`src/wdim_defs.vh`:
```
`ifndef WDIM_DEFS_VH
`define WDIM_DEFS_VH
`define WDIM_ADDR_CONTROL 8'ha7
`define WDIM_ADDR_FEED 8'ha6
`define WDIM_FEED_FIRST 8'h1e
`define WDIM_FEED_SECOND 8'he1
`define WDIM_BIT_OVF 5
`define WDIM_BIT_RUN 4
`define WDIM_BIT_CLK 3
`define WDIM_RESET_WDT 8'h30
`define WDIM_RESET_EN 8'h10
`define WDIM_RESET_DIS 8'h00
`define WDIM_BASE_CLOCKS 8192
`define WDIM_CPU_DIV 6
`define WDIM_CLK_MHZ 40
`define WDIM_RST_PULSE_NS 1000
`define WDIM_RST_PULSE_CYC ((`WDIM_RST_PULSE_NS * `WDIM_CLK_MHZ) / 1000)
`define WDIM_CFG_ENABLE_BIT 7
`endif

```
`src/wdim_watchdog.v`:
```
`timescale 1ns/1ps
`include "wdim_defs.vh"
module wdim_watchdog #(
  parameter CNT_W = 21,
  parameter PULSE_CYC = `WDIM_RST_PULSE_CYC
) (
  input wire clk_sys,
  input wire rst_n,
  input wire clk_en,
  input wire [7:0] config_byte_one,
  input wire rc_osc,
  input wire cpu_clk_tick,
  input wire other_reset,
  input wire power_down,
  input wire [7:0] bus_addr,
  input wire [7:0] bus_wdata,
  input wire bus_write,
  input wire bus_read,
  output reg [7:0] bus_rdata,
  output reg wd_reset,
  output reg osc_restart,
  output reg interval_irq
);
  localparam [1:0] SETTLE_LAST = 2'h2;
  localparam [1:0] FEED_IDLE = 2'b01;
  localparam [1:0] FEED_ARMED = 2'b10;
  localparam [1:0] PULSE_IDLE = 2'b01;
  localparam [1:0] PULSE_ON = 2'b10;
  reg [7:0] watchdog_control;
  reg [7:0] next_control;
  reg [CNT_W-1:0] count;
  reg [CNT_W-1:0] next_count;
  reg [1:0] feed_state;
  reg [1:0] next_feed_state;
  reg written_once;
  reg next_written_once;
  reg [1:0] settle_cnt;
  reg [1:0] next_settle_cnt;
  reg cfg_loaded;
  reg [1:0] pulse_state;
  reg [1:0] next_pulse_state;
  reg [7:0] pulse_cnt;
  reg [7:0] next_pulse_cnt;
  reg next_osc_restart;
  reg next_irq;
  reg [7:0] next_rdata;
  reg rc_s1, rc_s2, rc_s3;
  reg [2:0] div_cnt;
  reg [7:0] cfg_s1, cfg_s2;
  reg oth_s1, oth_s2;
  reg pd_s1, pd_s2;

  // integer constants widened to 32 bits, then cut on purpose
  wire [31:0] div_last_w = `WDIM_CPU_DIV - 1;
  wire [31:0] pulse_last_w = PULSE_CYC - 1;
  wire [31:0] base_clocks_w = `WDIM_BASE_CLOCKS;

  function addr_hit;
    input [7:0] addr;
    input [7:0] target;
    begin
      addr_hit = (addr == target);
    end
  endfunction

  function [CNT_W-1:0] timeout_clocks;
    input [2:0] rate;
    input [CNT_W-1:0] base;
    begin
      timeout_clocks = base << rate;
    end
  endfunction

  function [7:0] cause_reset_value;
    input enabled;
    begin
      cause_reset_value = enabled ? `WDIM_RESET_EN : `WDIM_RESET_DIS;
    end
  endfunction

  // reads show run and clock select as forced, not as stored
  function [7:0] control_view;
    input [7:0] stored;
    input run;
    input clk_sel;
    begin
      control_view = {2'b00, stored[`WDIM_BIT_OVF], run, clk_sel, stored[2:0]};
    end
  endfunction

  wire wd_enable_cfg = cfg_s2[`WDIM_CFG_ENABLE_BIT];
  wire run_control = wd_enable_cfg | watchdog_control[`WDIM_BIT_RUN];
  wire clock_select = ~wd_enable_cfg & watchdog_control[`WDIM_BIT_CLK];
  wire [2:0] rate_select = watchdog_control[2:0];
  wire wr_ctl = bus_write && addr_hit(bus_addr, `WDIM_ADDR_CONTROL);
  wire wr_feed = bus_write && addr_hit(bus_addr, `WDIM_ADDR_FEED);
  wire rd_ctl = bus_read && addr_hit(bus_addr, `WDIM_ADDR_CONTROL);
  wire feed_armed = (feed_state == FEED_ARMED);
  // any feed byte other than the first or second disarms but touches no count
  wire feed_done = wr_feed && feed_armed && (bus_wdata == `WDIM_FEED_SECOND);
  wire rc_tick = rc_s2 & ~rc_s3;
  wire div_tick = cpu_clk_tick && (div_cnt == div_last_w[2:0]);
  wire tmr_tick = clock_select ? div_tick : rc_tick;
  wire [CNT_W-1:0] limit = timeout_clocks(rate_select, base_clocks_w[CNT_W-1:0]);
  wire hold = wd_enable_cfg & oth_s2;
  // nothing counts until the synchronised config byte has settled
  wire count_step = cfg_loaded && run_control && !hold && tmr_tick;
  wire expire = count_step && (count == limit - 1'b1);
  wire wd_strike = expire && wd_enable_cfg;
  wire ctl_write_ok = wr_ctl && !(wd_enable_cfg && written_once);

  // rc oscillator and pins are asynchronous to clk_sys
  always @(posedge clk_sys or negedge rst_n) begin
    if (!rst_n) begin
      rc_s1 <= 1'b0;
      rc_s2 <= 1'b0;
      rc_s3 <= 1'b0;
      cfg_s1 <= 8'hff;
      cfg_s2 <= 8'hff;
      oth_s1 <= 1'b0;
      oth_s2 <= 1'b0;
      pd_s1 <= 1'b0;
      pd_s2 <= 1'b0;
    end else if (clk_en) begin
      rc_s1 <= rc_osc;
      rc_s2 <= rc_s1;
      rc_s3 <= rc_s2;
      cfg_s1 <= config_byte_one;
      cfg_s2 <= cfg_s1;
      oth_s1 <= other_reset;
      oth_s2 <= oth_s1;
      pd_s1 <= power_down;
      pd_s2 <= pd_s1;
    end
  end

  always @(posedge clk_sys or negedge rst_n) begin
    if (!rst_n) begin
      div_cnt <= 3'h0;
    end else if (clk_en && cpu_clk_tick) begin
      div_cnt <= div_tick ? 3'h0 : div_cnt + 3'h1;
    end
  end

  always @* begin
    next_feed_state = feed_state;
    case (feed_state)
      FEED_IDLE: begin
        if (wr_feed && bus_wdata == `WDIM_FEED_FIRST) begin
          next_feed_state = FEED_ARMED;
        end
      end
      FEED_ARMED: begin
        // other bus traffic between the two bytes leaves the arm intact
        if (wr_feed && bus_wdata != `WDIM_FEED_FIRST) begin
          next_feed_state = FEED_IDLE;
        end
      end
      default: begin
        next_feed_state = FEED_IDLE;
      end
    endcase
  end

  always @(posedge clk_sys or negedge rst_n) begin
    if (!rst_n) begin
      feed_state <= FEED_IDLE;
    end else if (clk_en) begin
      feed_state <= next_feed_state;
    end
  end

  always @* begin
    next_settle_cnt = settle_cnt;
    if (settle_cnt != SETTLE_LAST) begin
      next_settle_cnt = settle_cnt + 2'h1;
    end
  end

  // config sync needs two edges; the cause-dependent reset value waits for it
  always @(posedge clk_sys or negedge rst_n) begin
    if (!rst_n) begin
      settle_cnt <= 2'h0;
      cfg_loaded <= 1'b0;
    end else if (clk_en) begin
      settle_cnt <= next_settle_cnt;
      cfg_loaded <= (settle_cnt == SETTLE_LAST);
    end
  end

  always @* begin
    next_count = count;
    if (feed_done || hold || expire) begin
      next_count = {CNT_W{1'b0}};
    end else if (count_step) begin
      next_count = count + 1'b1;
    end
  end

  always @(posedge clk_sys or negedge rst_n) begin
    if (!rst_n) begin
      count <= {CNT_W{1'b0}};
    end else if (clk_en) begin
      count <= next_count;
    end
  end

  // async reset can only load a constant, so the value that depends on
  // the enable bit is loaded by clock once the config byte has settled
  always @* begin
    next_control = watchdog_control;
    next_written_once = written_once;
    if (!cfg_loaded) begin
      if (settle_cnt == SETTLE_LAST) begin
        next_control = cause_reset_value(wd_enable_cfg);
      end
    end else if (oth_s2) begin
      next_control = cause_reset_value(wd_enable_cfg);
      next_written_once = 1'b0;
    end else if (wd_strike) begin
      next_control = `WDIM_RESET_WDT;
      next_written_once = 1'b0;
    end else begin
      if (ctl_write_ok) begin
        // flag and reserved bits are never taken from the bus
        next_control[4:0] = bus_wdata[4:0];
        next_written_once = 1'b1;
      end
      if (expire) begin
        // set wins over a feed landing in the same cycle
        next_control[`WDIM_BIT_OVF] = 1'b1;
      end else if (feed_done) begin
        next_control[`WDIM_BIT_OVF] = 1'b0;
      end
    end
  end

  always @(posedge clk_sys or negedge rst_n) begin
    if (!rst_n) begin
      watchdog_control <= `WDIM_RESET_DIS;
      written_once <= 1'b0;
    end else if (clk_en) begin
      watchdog_control <= next_control;
      written_once <= next_written_once;
    end
  end

  always @* begin
    next_pulse_state = pulse_state;
    next_pulse_cnt = pulse_cnt;
    next_osc_restart = osc_restart;
    case (pulse_state)
      PULSE_IDLE: begin
        if (wd_strike) begin
          next_pulse_state = PULSE_ON;
          next_pulse_cnt = pulse_last_w[7:0];
          next_osc_restart = pd_s2;
        end
      end
      PULSE_ON: begin
        if (pulse_cnt != 8'h00) begin
          next_pulse_cnt = pulse_cnt - 8'h01;
        end else begin
          next_pulse_state = PULSE_IDLE;
          next_osc_restart = 1'b0;
        end
      end
      default: begin
        next_pulse_state = PULSE_IDLE;
        next_pulse_cnt = 8'h00;
        next_osc_restart = 1'b0;
      end
    endcase
  end

  // pulse counted on clk_sys; a dead cpu oscillator is still caught
  // because the rc path feeds the counter
  always @(posedge clk_sys or negedge rst_n) begin
    if (!rst_n) begin
      pulse_state <= PULSE_IDLE;
      pulse_cnt <= 8'h00;
      wd_reset <= 1'b0;
      osc_restart <= 1'b0;
    end else if (clk_en) begin
      pulse_state <= next_pulse_state;
      pulse_cnt <= next_pulse_cnt;
      wd_reset <= (next_pulse_state == PULSE_ON);
      osc_restart <= next_osc_restart;
    end
  end

  always @* begin
    next_irq = 1'b0;
    if (expire && !wd_enable_cfg) begin
      // interval mode wraps the count and signals instead of resetting
      next_irq = 1'b1;
    end
  end

  always @(posedge clk_sys or negedge rst_n) begin
    if (!rst_n) begin
      interval_irq <= 1'b0;
    end else if (clk_en) begin
      interval_irq <= next_irq;
    end
  end

  always @* begin
    next_rdata = 8'h00;
    if (rd_ctl) begin
      next_rdata = control_view(watchdog_control, run_control, clock_select);
    end
  end

  always @(posedge clk_sys or negedge rst_n) begin
    if (!rst_n) begin
      bus_rdata <= 8'h00;
    end else if (clk_en) begin
      bus_rdata <= next_rdata;
    end
  end
endmodule // wdim_watchdog

```
`config.mk`:
```
export PLATFORM = sky130hd
export DESIGN_NAME = wdim_watchdog
export DESIGN_NICKNAME = d
export VERILOG_FILES = /design/src/wdim_watchdog.v
export VERILOG_INCLUDE_DIRS = /design/src
export SDC_FILE = /design/constraint.sdc
export NUM_CORES = 1
export LEC_CHECK = 0
export ABC_CLOCK_PERIOD_IN_PS = 2500
export BUFFER_PORTS_ARGS = -buffer_cell sky130_fd_sc_hd__buf_2
export CORE_UTILIZATION = 50
export DETAILED_ROUTE_END_ITERATION = 6
export PLACE_DENSITY = 0.73
export SLEW_MARGIN = 20
export SYNTH_ARGS = -nofsm -noshare
export SYNTH_HDL_FRONTEND = slang
export SYNTH_SLANG_ARGS = --single-unit
export TNS_END_PERCENT = 50
```
`constraint.sdc`:
```
create_clock -name clk_sys -period 2.5 [get_ports clk_sys]
set_clock_uncertainty 0.1 [all_clocks]
set_input_delay 0.25 -clock clk_sys [delete_from_list [all_inputs] [get_ports clk_sys]]
set_output_delay 0.25 -clock clk_sys [all_outputs]
set_load 0.05 [all_outputs]
```
==> results.ini <==
[outcome]
outcome = complete, no violations

[place]
dpl_cell_area_sq_um = 4230
place.gp.congestion = 0.851
dp_hpwl_um = 6450
port_buffers = 34

[setup_path]
crit_type = register to register
critPathMaxFanout = 5
worst_path_bufs_invs = 0
slowest_stage_delay_on_critical_path_ps = 530
ff2ff_path_depth = 7
critical_path_required_ps = 2650
crit_slowest_cell = or4_4
cp_data_arrival_time_ps = 2530
worst_reg2reg_setup_slack_ps = 110
crit_path_cell_trace = a21bo_2, nand3_1, a221oi_4, nand2_1, or4_4, a31o_4, a22o_1
crit_path_end_kind = register
critical_path_depth = 7
timing.rr.start = watchdog_control[1]$_DFFE_PN0P_
crit_path_start = watchdog_control[1]$_DFFE_PN0P_
cp-start-kind = register
critPathCapture = watchdog_control[3]$_DFFE_PN0P_
reg2reg_to = watchdog_control[3]$_DFFE_PN0P_
path_delay_family = compound AO/OA/AOI/OAI gates

[clock_tree]
cts.htree.levels = 3
tritoncts_clock_tree = built
clk_latency_ps = 360
cts_root_buffer = clkbuf_8
tritoncts_num_sinks = 64
cts_inserted_buffers = 9
clkTransAtPathRegs_ps = 70
clock_path_buffers = 2

[power_and_ir_drop]
power.total_uw = 2630
cell_internal_pwr_uw = 1820
power_frac_clock_pct = 33.5
power.sequential.fraction_pct = 46.8
power_frac_comb_pct = 19.7
p_sw_share_pct = 30.5
leakage_uw = 0.00204
powerDensity_nw_per_um2 = 576
worst_supply_voltage_drop_on_vdd_uv = 474
switchingPower_uw = 802

[global_routing]
first_global_vias = 3436
grtUsageTotal_pct = 26.1
grt_antenna_before_repair = 0
grt_start_max_net_pins = 65
grt_first_pass_wirelength_um = 15500
grt.overflow.total = 0

[detailed_routing]
drt-wirelength-per-cell_um = 16.1
detail_route.vias_per_cell = 6.00
ant_nets = 0
drt-initial-drc-count = 191
wl_met3_um = 388
detail_route.drc_violations = 0
route.met2.wl_um = 4450
dr.pass1.iters = 6
via_count = 3484
m1WireLength_um = 4340
top_signal_layer_used = met4
routed_wire_length_um = 9340

[layout]
area_growth_pct = 22.8
filler_cell_count = 605
post_layout_net_count = 518
drive_above_1_share_pct = 26.8
most_common_cell_after_layout_fill_and_taps_aside = dfrtp_1
mostFrequentLayoutCells = dfrtp_1, buf_4, nand2_1, buf_2, o21ai_0
final_area_sq_um = 4560
antennaDiodeCount = 0

[yosys]
ys.flop_type = dfrtp_1
synth_compound_area_share_pct = 25.4
number_of_flip_flops_and_latches_in_the_synthesized_netlist = 64
synth.yosys.warnings = 0
synth.area.mux_share_pct = 3.00
post_synth_fa_ha_maj_area_fraction_pct = 2.70
synthesis.instances = 406
syn_area_sq_um = 3710
ys_seq_area_share_pct = 43.3
synth_area_per_cell_sq_um = 9.13
post_synth_num_cell_types = 64
synth_top_family_by_area = compound AO/OA/AOI/OAI gates
synthXorXnorAreaFrac_pct = 0.236
async_set_or_reset_flop_fraction_in_the_synthesized_netlist_pct = 100
synth_enable_flop_cells = 0
synth-simple-area-share_pct = 20.9

[die]
site_row_count = 31
die-height_um = 88.1
die_area_sq_um = 7770
core_sq_um = 7210
floorplan.io_pins = 44
fp.dieW_um = 88.1
floorplan.initialDensity_pct = 51.4

[timing]
hold_violations = 0
timing_max_transition_violations_final = 0
post-route-min-period_ps = 2390
sum_of_negative_setup_slack_ps = 0
period_share_pct = 95.5
setup_viol = 0
grt_setup_unrepaired = true
timing_worst_slew_pin_value_ps = 655
clock.fmax_ghz = 0.419
worst_slew_margin_rel_pct = 56.3

[worst_hold_path]
holdCritStartpoint = other_reset
hold_path_class = input port to register

[run]
drv.max_cap_violation_count = 0

stage by stage:
step                      worst slack (ps)  util [%]  hold WS [ps]  std cells
after detailed placement             -89.5      58.6           186        559
after floorplan                      0.520         -          -146        407
final                                  112      63.1          17.2        581
after CTS                             21.5      61.5          5.15        576
after global routing                 -10.5      63.1          20.7        581
after global placement               -55.9      58.6           187        559
synth_stat cells, types with 4 or more instances:
master	number	area share, %
nor4_1	9	1.5
nand2_1	41	4.1
o221ai_1	8	1.9
o31ai_1	14	2.8
nor2_1	27	2.7
mux2_2	9	2.7
o21ai_0	35	4.7
inv_1	18	1.8
nand2b_1	10	1.7
a21o_1	7	1.4
dfstp_2	4	2.8
nor3_1	8	1.1
nor2b_1	4	0.67
nand4_1	14	2.4
and3_1	4	0.67
ha_1	8	2.7
a21oi_1	15	2.0
a22o_1	11	2.6
nand3_1	21	2.8
dfrtp_1	60	40
o21a_1	4	0.81
a31oi_1	5	0.84
clkbuf_1	15	1.5
registers in the layout (all words and copies together), names as in the netlist, 2 cells and up:
register,cells
watchdog_control,6
pulse_cnt,8
settle_cnt,2
pulse_state,2
bus_rdata,6
div_cnt,3
count,21
feed_state,2
final cells by class:
cell class	instances	area (sq um)	share of cell area, %
timing repair buffer	80	531	11.6
clock inverter	6	58.8	1.29
inverter	19	71.3	1.57
tap	99	124	2.72
clock buffer	10	128	2.80
sequential	64	1610	35.3
multi-input combinational	303	2040	44.7
repair_timing:
action,4_1_cts,5_1_grt
hold buffers,1,0
pin swaps,0,8
resized for setup,3,16
buffers inserted,0,5
hold endpoints to repair,60,0
setup endpoints to repair,5,20
worst register-to-register path, delay by kind of cell (launching register included):
family	cells	cell delay, ps
and+or+nand+nor	3	740
AOI/OAI and AO/OA	4	1020
DFF	1	420
metal layers:
| layer | vias to the layer above | track usage [%] |
|---|---|---|
| met5 | - | 0 |
| met1 | 1691 | 33.1 |
| met4 | 0 | 11.3 |
| met2 | 97 | 43.1 |
| met3 | 18 | 5.47 |
| li1 | 1678 | - |
power by group through the flow:
stage	clock [uW]	combinational (uW)	sequential, uW
4_1_cts	901	489	1220
5_1_grt	945	591	1240
6_report	879	518	1230
3_3_place_gp	0	464	1230
2_1_floorplan	0	303	1220
3_5_place_dp	0	481	1240
worst min path at each step:
stage | endpoint | slack [ps] | cells after the start
after CTS | oth_s1$_DFFE_PN0P_ | 5 | 2
after detailed placement | oth_s1$_DFFE_PN0P_ | 190 | 2
after global routing | cfg_s1[7]$_DFFE_PN1P_ | 20 | 2
final | oth_s1$_DFFE_PN0P_ | 20 | 2
after floorplan | bus_rdata[0]$_DFFE_PN0P_ | -150 | 0
after global placement | oth_s1$_DFFE_PN0P_ | 190 | 2
cell families after synthesis:
family,after synthesis
DFF,64
xor gates and xnor gates,1
AOI/OAI and AO/OA,129
buffers and inverters,40
other,1
and+or+nand+nor,153
adders and majority gates,8
muxes,10
No activity file was read; power rests on OpenSTA's default activity.
